$ cat src/logic/ecrr_regs.vh
// constants for the correction result and event register block
// assumes a 32-bit avalon-mm slave with byte addresses, word aligned
`ifndef ECRR_REGS_VH
`define ECRR_REGS_VH
// ----------------------------------------
// register byte offsets
// ----------------------------------------
`define ECRR_OFF_CORR0      12'h1A0
`define ECRR_OFF_CORR3      12'h1AC
`define ECRR_OFF_IRQ_SET    12'h1B0
`define ECRR_OFF_IRQ_CLR    12'h1B4
`define ECRR_OFF_IRQ_STATE  12'h1B8
`define ECRR_OFF_PEND       12'h1BC
`define ECRR_OFF_PEND_CLR   12'h1C0
`define ECRR_OFF_REVISION   12'h1FC
// ----------------------------------------
// fields and reset values
// ----------------------------------------
`define ECRR_OFFSET_W       10
`define ECRR_DONE_BIT       0
`define ECRR_VERSION_W      12
`define ECRR_VARIANT_LSB    16
`define ECRR_VARIANT_W      3
`define ECRR_RST_ZERO       32'h00000000
// arbitrary neutral revision values
`define ECRR_VERSION_VAL    12'h0A5
`define ECRR_VARIANT_VAL    3'h0
`endif

$ cat src/logic/ecrr_event_bit.v
// one sticky event bit with one-write set and one-write clear inputs
// assumes set and clear are single-cycle pulses on the module clock
`timescale 1ns/100ps
module ecrr_event_bit (
  // clock and reset
  input  wire CLK_SYS,
  input  wire ARST_N,
  // controls
  input  wire set_in,
  input  wire clr_in,
  // state
  output wire bit_out
);
  reg bit_reg; // stored bit
  reg bit_next; // next value
  // set beats clear so a coincident event is never lost
  always @* begin
    bit_next = bit_reg;
    if (clr_in) begin
      bit_next = 1'b0;
    end
    if (set_in) begin
      bit_next = 1'b1;
    end
  end
  // flop, resets to zero
  always @(posedge CLK_SYS or negedge ARST_N) begin
    if (!ARST_N) begin
      bit_reg <= 1'b0;
    end else begin
      bit_reg <= bit_next;
    end
  end
  assign bit_out = bit_reg;
endmodule

$ cat src/logic/ecrr_top.v
// correction result and correction-done event registers
// assumes the offset results and done pulse come from the correction engine
// on the same clock; the bus is avalon-mm with waitrequest
//
// The Avalon-MM interface to the registers was decided locally.
`timescale 1ns/100ps
`include "ecrr_regs.vh"
module ecrr_top (
  // clock and reset
  input  wire        CLK_SYS,
  input  wire        ARST_N,
  // avalon-mm slave
  input  wire [11:0] AVS_ADDRESS,
  input  wire        AVS_READ,
  input  wire        AVS_WRITE,
  input  wire [31:0] AVS_WRITEDATA,
  input  wire [3:0]  AVS_BYTEENABLE,
  output reg  [31:0] AVS_READDATA,
  output wire        AVS_WAITREQUEST,
  // correction engine results
  input  wire        CORRECTION_DONE,
  input  wire        FOUR_SYMBOL_CORRECTION_FLAG,
  input  wire [39:0] CORRECTION_OFFSETS,
  // event request
  output wire        IRQ
);
  // ----------------------------------------
  // bus handshake
  // ----------------------------------------
  // one wait cycle per access: accept on second cycle of the request
  reg ack_reg; // acknowledge phase flag
  wire req = AVS_READ | AVS_WRITE;
  assign AVS_WAITREQUEST = req & ~ack_reg;
  wire take = req & ack_reg; // access completes this edge
  always @(posedge CLK_SYS or negedge ARST_N) begin
    if (!ARST_N) begin
      ack_reg <= 1'b0;
    end else begin
      ack_reg <= req & ~ack_reg;
    end
  end
  // ----------------------------------------
  // write strobes
  // ----------------------------------------
  // low byte lane carries bit 0; writes without it do nothing
  wire wr_one = take & AVS_WRITE & AVS_BYTEENABLE[0] & AVS_WRITEDATA[`ECRR_DONE_BIT];
  wire set_mask = wr_one & (AVS_ADDRESS == `ECRR_OFF_IRQ_SET);
  wire clr_mask = wr_one & (AVS_ADDRESS == `ECRR_OFF_IRQ_CLR);
  wire clr_pend = wr_one & (AVS_ADDRESS == `ECRR_OFF_PEND_CLR);
  // ----------------------------------------
  // mask and pending bits
  // ----------------------------------------
  wire mask_bit; // enable state
  wire pend_bit; // sticky pending
  // a set and clear in one write are impossible, distinct addresses
  ecrr_event_bit u_mask (
    .CLK_SYS (CLK_SYS),
    .ARST_N  (ARST_N),
    .set_in  (set_mask),
    .clr_in  (clr_mask),
    .bit_out (mask_bit)
  );
  ecrr_event_bit u_pend (
    .CLK_SYS (CLK_SYS),
    .ARST_N  (ARST_N),
    .set_in  (CORRECTION_DONE),
    .clr_in  (clr_pend),
    .bit_out (pend_bit)
  );
  assign IRQ = pend_bit & mask_bit;
  // ----------------------------------------
  // result capture
  // ----------------------------------------
  // offsets latched at the done pulse so they stay stable for software;
  // the four-symbol flag is captured with them, but no register reads it back
  reg [39:0] offs_reg; // four 10-bit offsets
  reg        flag_reg; // captured four-symbol flag
  always @(posedge CLK_SYS or negedge ARST_N) begin
    if (!ARST_N) begin
      offs_reg <= 40'h0000000000;
      flag_reg <= 1'b0;
    end else if (CORRECTION_DONE) begin
      offs_reg <= CORRECTION_OFFSETS;
      flag_reg <= FOUR_SYMBOL_CORRECTION_FLAG;
    end
  end
  // pick one offset field
  function [9:0] pick_off;
    input [39:0] all;
    input [1:0]  idx;
    begin
      pick_off = all[idx*10 +: 10];
    end
  endfunction
  // ----------------------------------------
  // read mux
  // ----------------------------------------
  // flag_reg is kept for debug; offsets read the same either way
  wire       in_corr = (AVS_ADDRESS >= `ECRR_OFF_CORR0) && (AVS_ADDRESS <= `ECRR_OFF_CORR3) &&
                       (AVS_ADDRESS[1:0] == 2'h0);
  wire [1:0] cidx    = AVS_ADDRESS[3:2];
  reg  [31:0] rd_next; // read value
  always @* begin
    rd_next = `ECRR_RST_ZERO;
    if (in_corr) begin
      rd_next = {22'h000000, pick_off(offs_reg, cidx)};
    end else begin
      case (AVS_ADDRESS)
        `ECRR_OFF_IRQ_STATE: rd_next = {31'h00000000, mask_bit};
        `ECRR_OFF_PEND:      rd_next = {31'h00000000, pend_bit};
        `ECRR_OFF_REVISION:  rd_next = {13'h0000, `ECRR_VARIANT_VAL, 4'h0, `ECRR_VERSION_VAL};
        default:             rd_next = `ECRR_RST_ZERO; // write-only and unmapped read zero
      endcase
    end
  end
  // read data registered in the wait cycle, valid when waitrequest drops
  always @(posedge CLK_SYS or negedge ARST_N) begin
    if (!ARST_N) begin
      AVS_READDATA <= `ECRR_RST_ZERO;
    end else if (AVS_READ & ~ack_reg) begin
      AVS_READDATA <= rd_next;
    end
  end
  // everything here runs on the single module clock
  wire unused_flag = flag_reg;
endmodule

$ cat config.mk
export PLATFORM = sky130hd
export DESIGN_NAME = ecrr_top
export DESIGN_NICKNAME = d
export VERILOG_FILES = /design/src/logic/ecrr_event_bit.v /design/src/logic/ecrr_top.v
export VERILOG_INCLUDE_DIRS = /design/src /design/src/logic
export SDC_FILE = /design/constraint.sdc
export NUM_CORES = 1
export LEC_CHECK = 0
export ABC_AREA = 1
export BUFFER_PORTS_ARGS = -buffer_cell sky130_fd_sc_hd__buf_4
export CAP_MARGIN = 40
export CORE_MARGIN = 4
export CORE_UTILIZATION = 42
export DETAILED_ROUTE_END_ITERATION = 7
export HOLD_SLACK_MARGIN = 0.1
export PLACE_DENSITY = 0.77
export SLEW_MARGIN = 5
export SYNTH_ARGS = -nofsm -noshare
export SYNTH_HDL_FRONTEND = slang
export SYNTH_SLANG_ARGS = --single-unit
$ cat constraint.sdc
create_clock -name CLK_SYS -period 1.1 [get_ports CLK_SYS]
set_input_delay 0.22 -clock CLK_SYS [delete_from_list [all_inputs] [get_ports CLK_SYS]]
set_output_delay 0.22 -clock CLK_SYS [all_outputs]
set_load 0.02 [all_outputs]
* After elaboration in Yosys (flattened, before gate mapping)
Index checks and enable logic that the tools add are counted.
** Operators by class
- Bitwise gates (word level) :: 12
- $add $sub $neg :: 0
- Divide/modulo/power cells :: 0
- Reductions and logical operators :: 5
- Shifts and indexed selects :: 1
- Order comparisons :: 2
- Equal/unequal tests :: 6
- Mux-type cells :: 6
- $mul :: 1
** Operator list (count)
- 12-bit by 9-bit equality test with 1-bit output (second input constant) :: 6
- 40-bit by 7-bit indexed part select with 10-bit output :: 1
- 8-bit one-hot mux with 3 select lines :: 1
- 12-bit by 9-bit greater-or-equal comparator with 1-bit output (second input constant) :: 1
- 12-bit by 9-bit <= comparator with 1-bit output (second input constant) :: 1
- 1-bit AND :: 10
- 10-bit two-way mux :: 1
- 2-bit by 3-bit multiplier with 5-bit output (second input constant) :: 1
- 1-bit two-way mux :: 4
- 2-bit nonzero test :: 2
- 1-bit logical AND :: 2
- 2-bit logical NOT :: 1
- 1-bit NOT :: 1
- 1-bit OR :: 1
** Storage, ports and cells
- Latch bits :: 0
- Input bits :: 94
- Memories kept :: 0
- Memory bits (read-only) :: 0
- Output and inout port bits :: 34
- Memory bits (writable) :: 0
- Register bits after elaboration :: 75

* Logic depth before layout (Yosys ltp)
- Depth in word-level cells :: 8
- Gate-level depth with buffers :: 10
- Mapped depth without buffers :: 10

* Cells and area by module
Synthesis repeated with hierarchy kept, for this count alone.
** Second synthesis, totals
- Cell total of the unflattened synthesis :: 282
- Area, all modules :: 2667.6 µm²
** By module, submodules not included
- ecrr_top :: area each 2587.5 µm², cells an instance 272, instances 1, seq. area each 1276.2 µm²
- ecrr_event_bit :: area each 40.0 µm², cells an instance 5, instances 2, seq. area each 25.0 µm²

* Worst setup path after synthesis
No wires, ideal clock.
- Path type :: reg2reg
- Start point :: register ack_reg
- End point :: register AVS_READDATA[9]
- Path buffers :: 1
- Arrival time :: 0.957 ns
- Stages on the path, launching flop included :: 5
- Period minus slack after synthesis :: 1.039 ns
- Path slack :: 0.061 ns
- Library setup time :: 0.083 ns
- Path through :: dfrtp_1 -> nor2_1 -> clkbuf_1 -> nand2_1 -> o21ai_0
** On the way
- Word-level cells in the longest chain between the ends :: 2
** RTL lines
- start, declared :: line ecrr_top.v:31 : reg ack_reg;
- start signal, assigned :: line ecrr_top.v:39 : ack_reg <= req & ~ack_reg;
- 1-bit NOT :: line ecrr_top.v:120 : end else if (AVS_READ & ~ack_reg) begin
- 1-bit AND :: line ecrr_top.v:120
- end signal, assigned :: line ecrr_top.v:119 : AVS_READDATA <= `ECRR_RST_ZERO;
- end signal, assigned :: line ecrr_top.v:121 : AVS_READDATA <= rd_next;
- end, declared :: line ecrr_top.v:18 : output reg [31:0] AVS_READDATA,
Every way passes these cells.
A chain may end at the register's enable or synchronous reset.

* Final worst setup path
- Start point :: register ack_reg
- End point :: output port AVS_WAITREQUEST
** On the way
- Word-level cells in the longest chain between the ends :: 2
** RTL lines
- 1-bit NOT :: line ecrr_top.v:33 : assign AVS_WAITREQUEST = req & ~ack_reg;
- 1-bit AND :: line ecrr_top.v:33
- end, declared :: line ecrr_top.v:19 : output wire AVS_WAITREQUEST,
Every way passes these cells.

==> summary.md <==
| Metric | Value |
|---|---|
| Diode count | `0` |
| RSZ-0062 raised after global routing | `yes` |
| PnR worst setup slack | `-0.0976 ns` |
| I/O pin count | `128` |
| Most frequent cell after synthesis | `nand2_1` |
| CP endpoint kind | `primary output` |
| Failing checks | `setup timing` |
| Clk buf depth | `2` |
| ANT nets after route | `0` |
| Distinct cells, synth | `24` |
| Avg Cell Area, Syn | `7.72 sq um` |
| Maximum vdd drop | `0.000644 V` |
| Initial detailed-routing violation count | `111` |
| Hold Path Class | `primary input to flip-flop` |
| Wirelength per Cell | `around 12 um` |
| Critical path type | `flip-flop to primary output` |
| Final hold vios | `0` |
| Register area | `roughly 1300 sq um` |
| CTS Buf Count | `5` |
| Slowest-stage cell, CP | `dfrtp_1` |
| First-pass GRT wire length | `10500 um` |
| Core ar. | `6030 sq um` |
| Drt total wl | `roughly 6300 um` |
| Row cnt | `28` |
| Main flop type after synthesis | `dfrtp_1` |
| DRC viols | `0` |
| Critical Path AT | `around 0.98 ns` |
| Syn Inst Count | `about 340` |
| # clock sinks | `53` |
| Skew final | `0.00781 ns` |
| Yosys warning total | `0` |
| Synth top area cells | `dfrtp_1 (50%), nand2_1 (24%), buf_4 (6.2%), nand3_1 (3.0%), nor2_1 (2.5%)` |
| Antenna violations before repair | `0` |
| Status | `complete, but fails checks` |
| Seq/Total Area, Yosys | `50.0%` |
| Drt pass-1 iters | `4` |
| Max reg flops | `40` |
| Chip height | `87.5 um` |
| Die area | `7660 sq um` |
| Synthesis-stage register bit count | `between 50 and 60` |
| All-layer global routing usage | `17.3%` |
| Post-synth EDFFs | `0` |
| # fillers | `573` |
| Final setup violating endpoints | `2` |
| Final Critical Period | `between 1 and 1.5 ns` |
| Pwr Density | `1220 nW/um^2` |
| Clock Pin Slew Worst Setup and Hold Paths | `around 0.1 ns` |
| Die width | `a little under 90 um` |
| Layout cells sized above 1 | `26.8%` |
| Final Core Density | `a little under 60%` |
| Area Overhead vs Synth | `34.9%` |
| Area of the multi-input gates | `between 1000 and 1500 sq um` |
| H-tree depth | `2` |
| Vias in the first global route | `2355` |
| Period utilization | `109%` |
| Crit start category | `flip-flop` |
| Largest net degree at the start of global routing | `37` |
| Sum Neg Setup Slack | `-0.162 ns` |
| Nets | `534` |
| Yosys top cell area share | `50.0%` |
| Worst path max stage delay | `0.41 ns` |
| Latest clock arrival within the worst-skew pair | `between 0.3 and 0.4 ns` |
| Ys async rst share | `100%` |
| Commonest cells in the netlist | `nand2_1 (169), dfrtp_1 (53), buf_4 (22)` |
| CTS root buf | `clkbuf_8` |
| Synthesized cell area | `~2700 sq um` |
| Crit path max fanout | `3` |
| Via density per instance | `4.71` |
| Max-cap violations | `0` |
| Tot Pwr | `4.38 mW` |
| Max Freq | `~830 MHz` |
| Yosys top cell by area | `dfrtp_1` |
| Port Buffers | `70` |
| Via count of the routed design | `2428` |
| Top delay family on crit path | `flip-flops` |
| Post-DP HPWL | `4970 um` |
| Worst Path Required | `0.88 ns` |
| RD Place Congestion | `about 0.77` |
| Leak | `1.96 nW` |
| Slew Limit Fails | `0` |
| CTS tree | `built` |
| Gr ovfl total | `0` |
| Worst path bufs/invs | `1` |
| CP cell instances | `nor2_2 -> buf_6` |
| Initial Util | `roughly 44%` |
[routing by layer]
metal | vias up | wire, um | GRT usage (%)
met1 | 1112 | 2740 | 22.6
met2 | 84 | 3040 | 29.2
met5 | - | 0 | 0
met4 | 0 | 87 | 4.60
li1 | 1221 | - | -
met3 | 11 | 438 | 3.69
[placed cells by master (no fill, tap or decap), types with 5 or more instances in the layout]
cell type / Yosys / final
nand2_1: 169 / 169
buf_4: 22 / 85
dfrtp_1: 53 / 53
conb_1: 1 / 22
inv_1: 16 / 16
nand3_1: 16 / 16
nor2_1: 18 / 15
o21ai_0: 9 / 7
buf_6: 0 / 7
o2111ai_1: 5 / 5
clkbuf_8: 0 / 5
dlygate4sd3_1: 0 / 5
[power breakdown]
group | leakage, nW | switching, mW | internal, mW
combinational | 1.25 | 0.468 | 0.370
clock | 0.0563 | 0.663 | 0.693
sequential | 0.656 | 0.0808 | 2.10
[final cells by class]
cell class | instances | area share (%)
repair buffers | 100 | 23.1
well taps | 75 | 2.62
clock inverters | 3 | 1.36
inverters | 20 | 2.38
clock buffers | 5 | 1.92
flip-flops and latches | 53 | 37.0
multi-input cells | 260 | 31.6
[tightest hold or removal path: stages]
cell and delay (ns):
buf_4 0.07, nand2_1 0.04, nand2_1 0.05
[cells by family (layout without fill, tap and decap cells)]
family,count (synthesis),after routing,share of synthesized area [%]
AOI/OAI and AO/OA,24,24,5.65
other,1,22,0.141
buffers and inverters,52,128,10.9
and+or+nand+nor,214,214,33.3
DFF,53,53,50.0
[repair_timing]
action                                  4_1_cts  5_1_grt
endpoints found under the setup margin        5       16
resized for setup                             5        8
pin swaps                                     2        2
hold buffers                                  5        0
setup buffers                                 2        7
endpoints found under the hold margin        42        0
[final timing paths]
| path | to | cells after the start | slack (ns) | startpoint |
|---|---|---|---|---|
| hold reg to reg | offs_reg[22] | 2 | 0.48 | offs_reg[22] |
| max in group asynchronous | u_mask.bit_out | 3 | 0.32 | ARST_N |
| min in group asynchronous | offs_reg[35] | 2 | 0.35 | ARST_N |
| setup reg to reg | AVS_READDATA[5] | 4 | 0.01 | ack_reg |
| hold / removal | offs_reg[16] | 3 | 0.10 | CORRECTION_OFFSETS[16] |
| setup / recovery | AVS_WAITREQUEST | 2 | -0.1 | ack_reg |
[through the flow]
step	worst slack, ns	instances	hold slack [ns]	instance area (sq um)
3_5_place_dp	-0.195	494	0.153	3310
3_3_place_gp	-0.147	494	0.145	3310
2_1_floorplan	0.0607	365	-0.0756	2730
6_report	-0.0976	516	0.101	3580
5_1_grt	-0.122	516	0.100	3580
4_1_cts	-0.0773	509	0.102	3510
(Power assumes the default switching activity.)
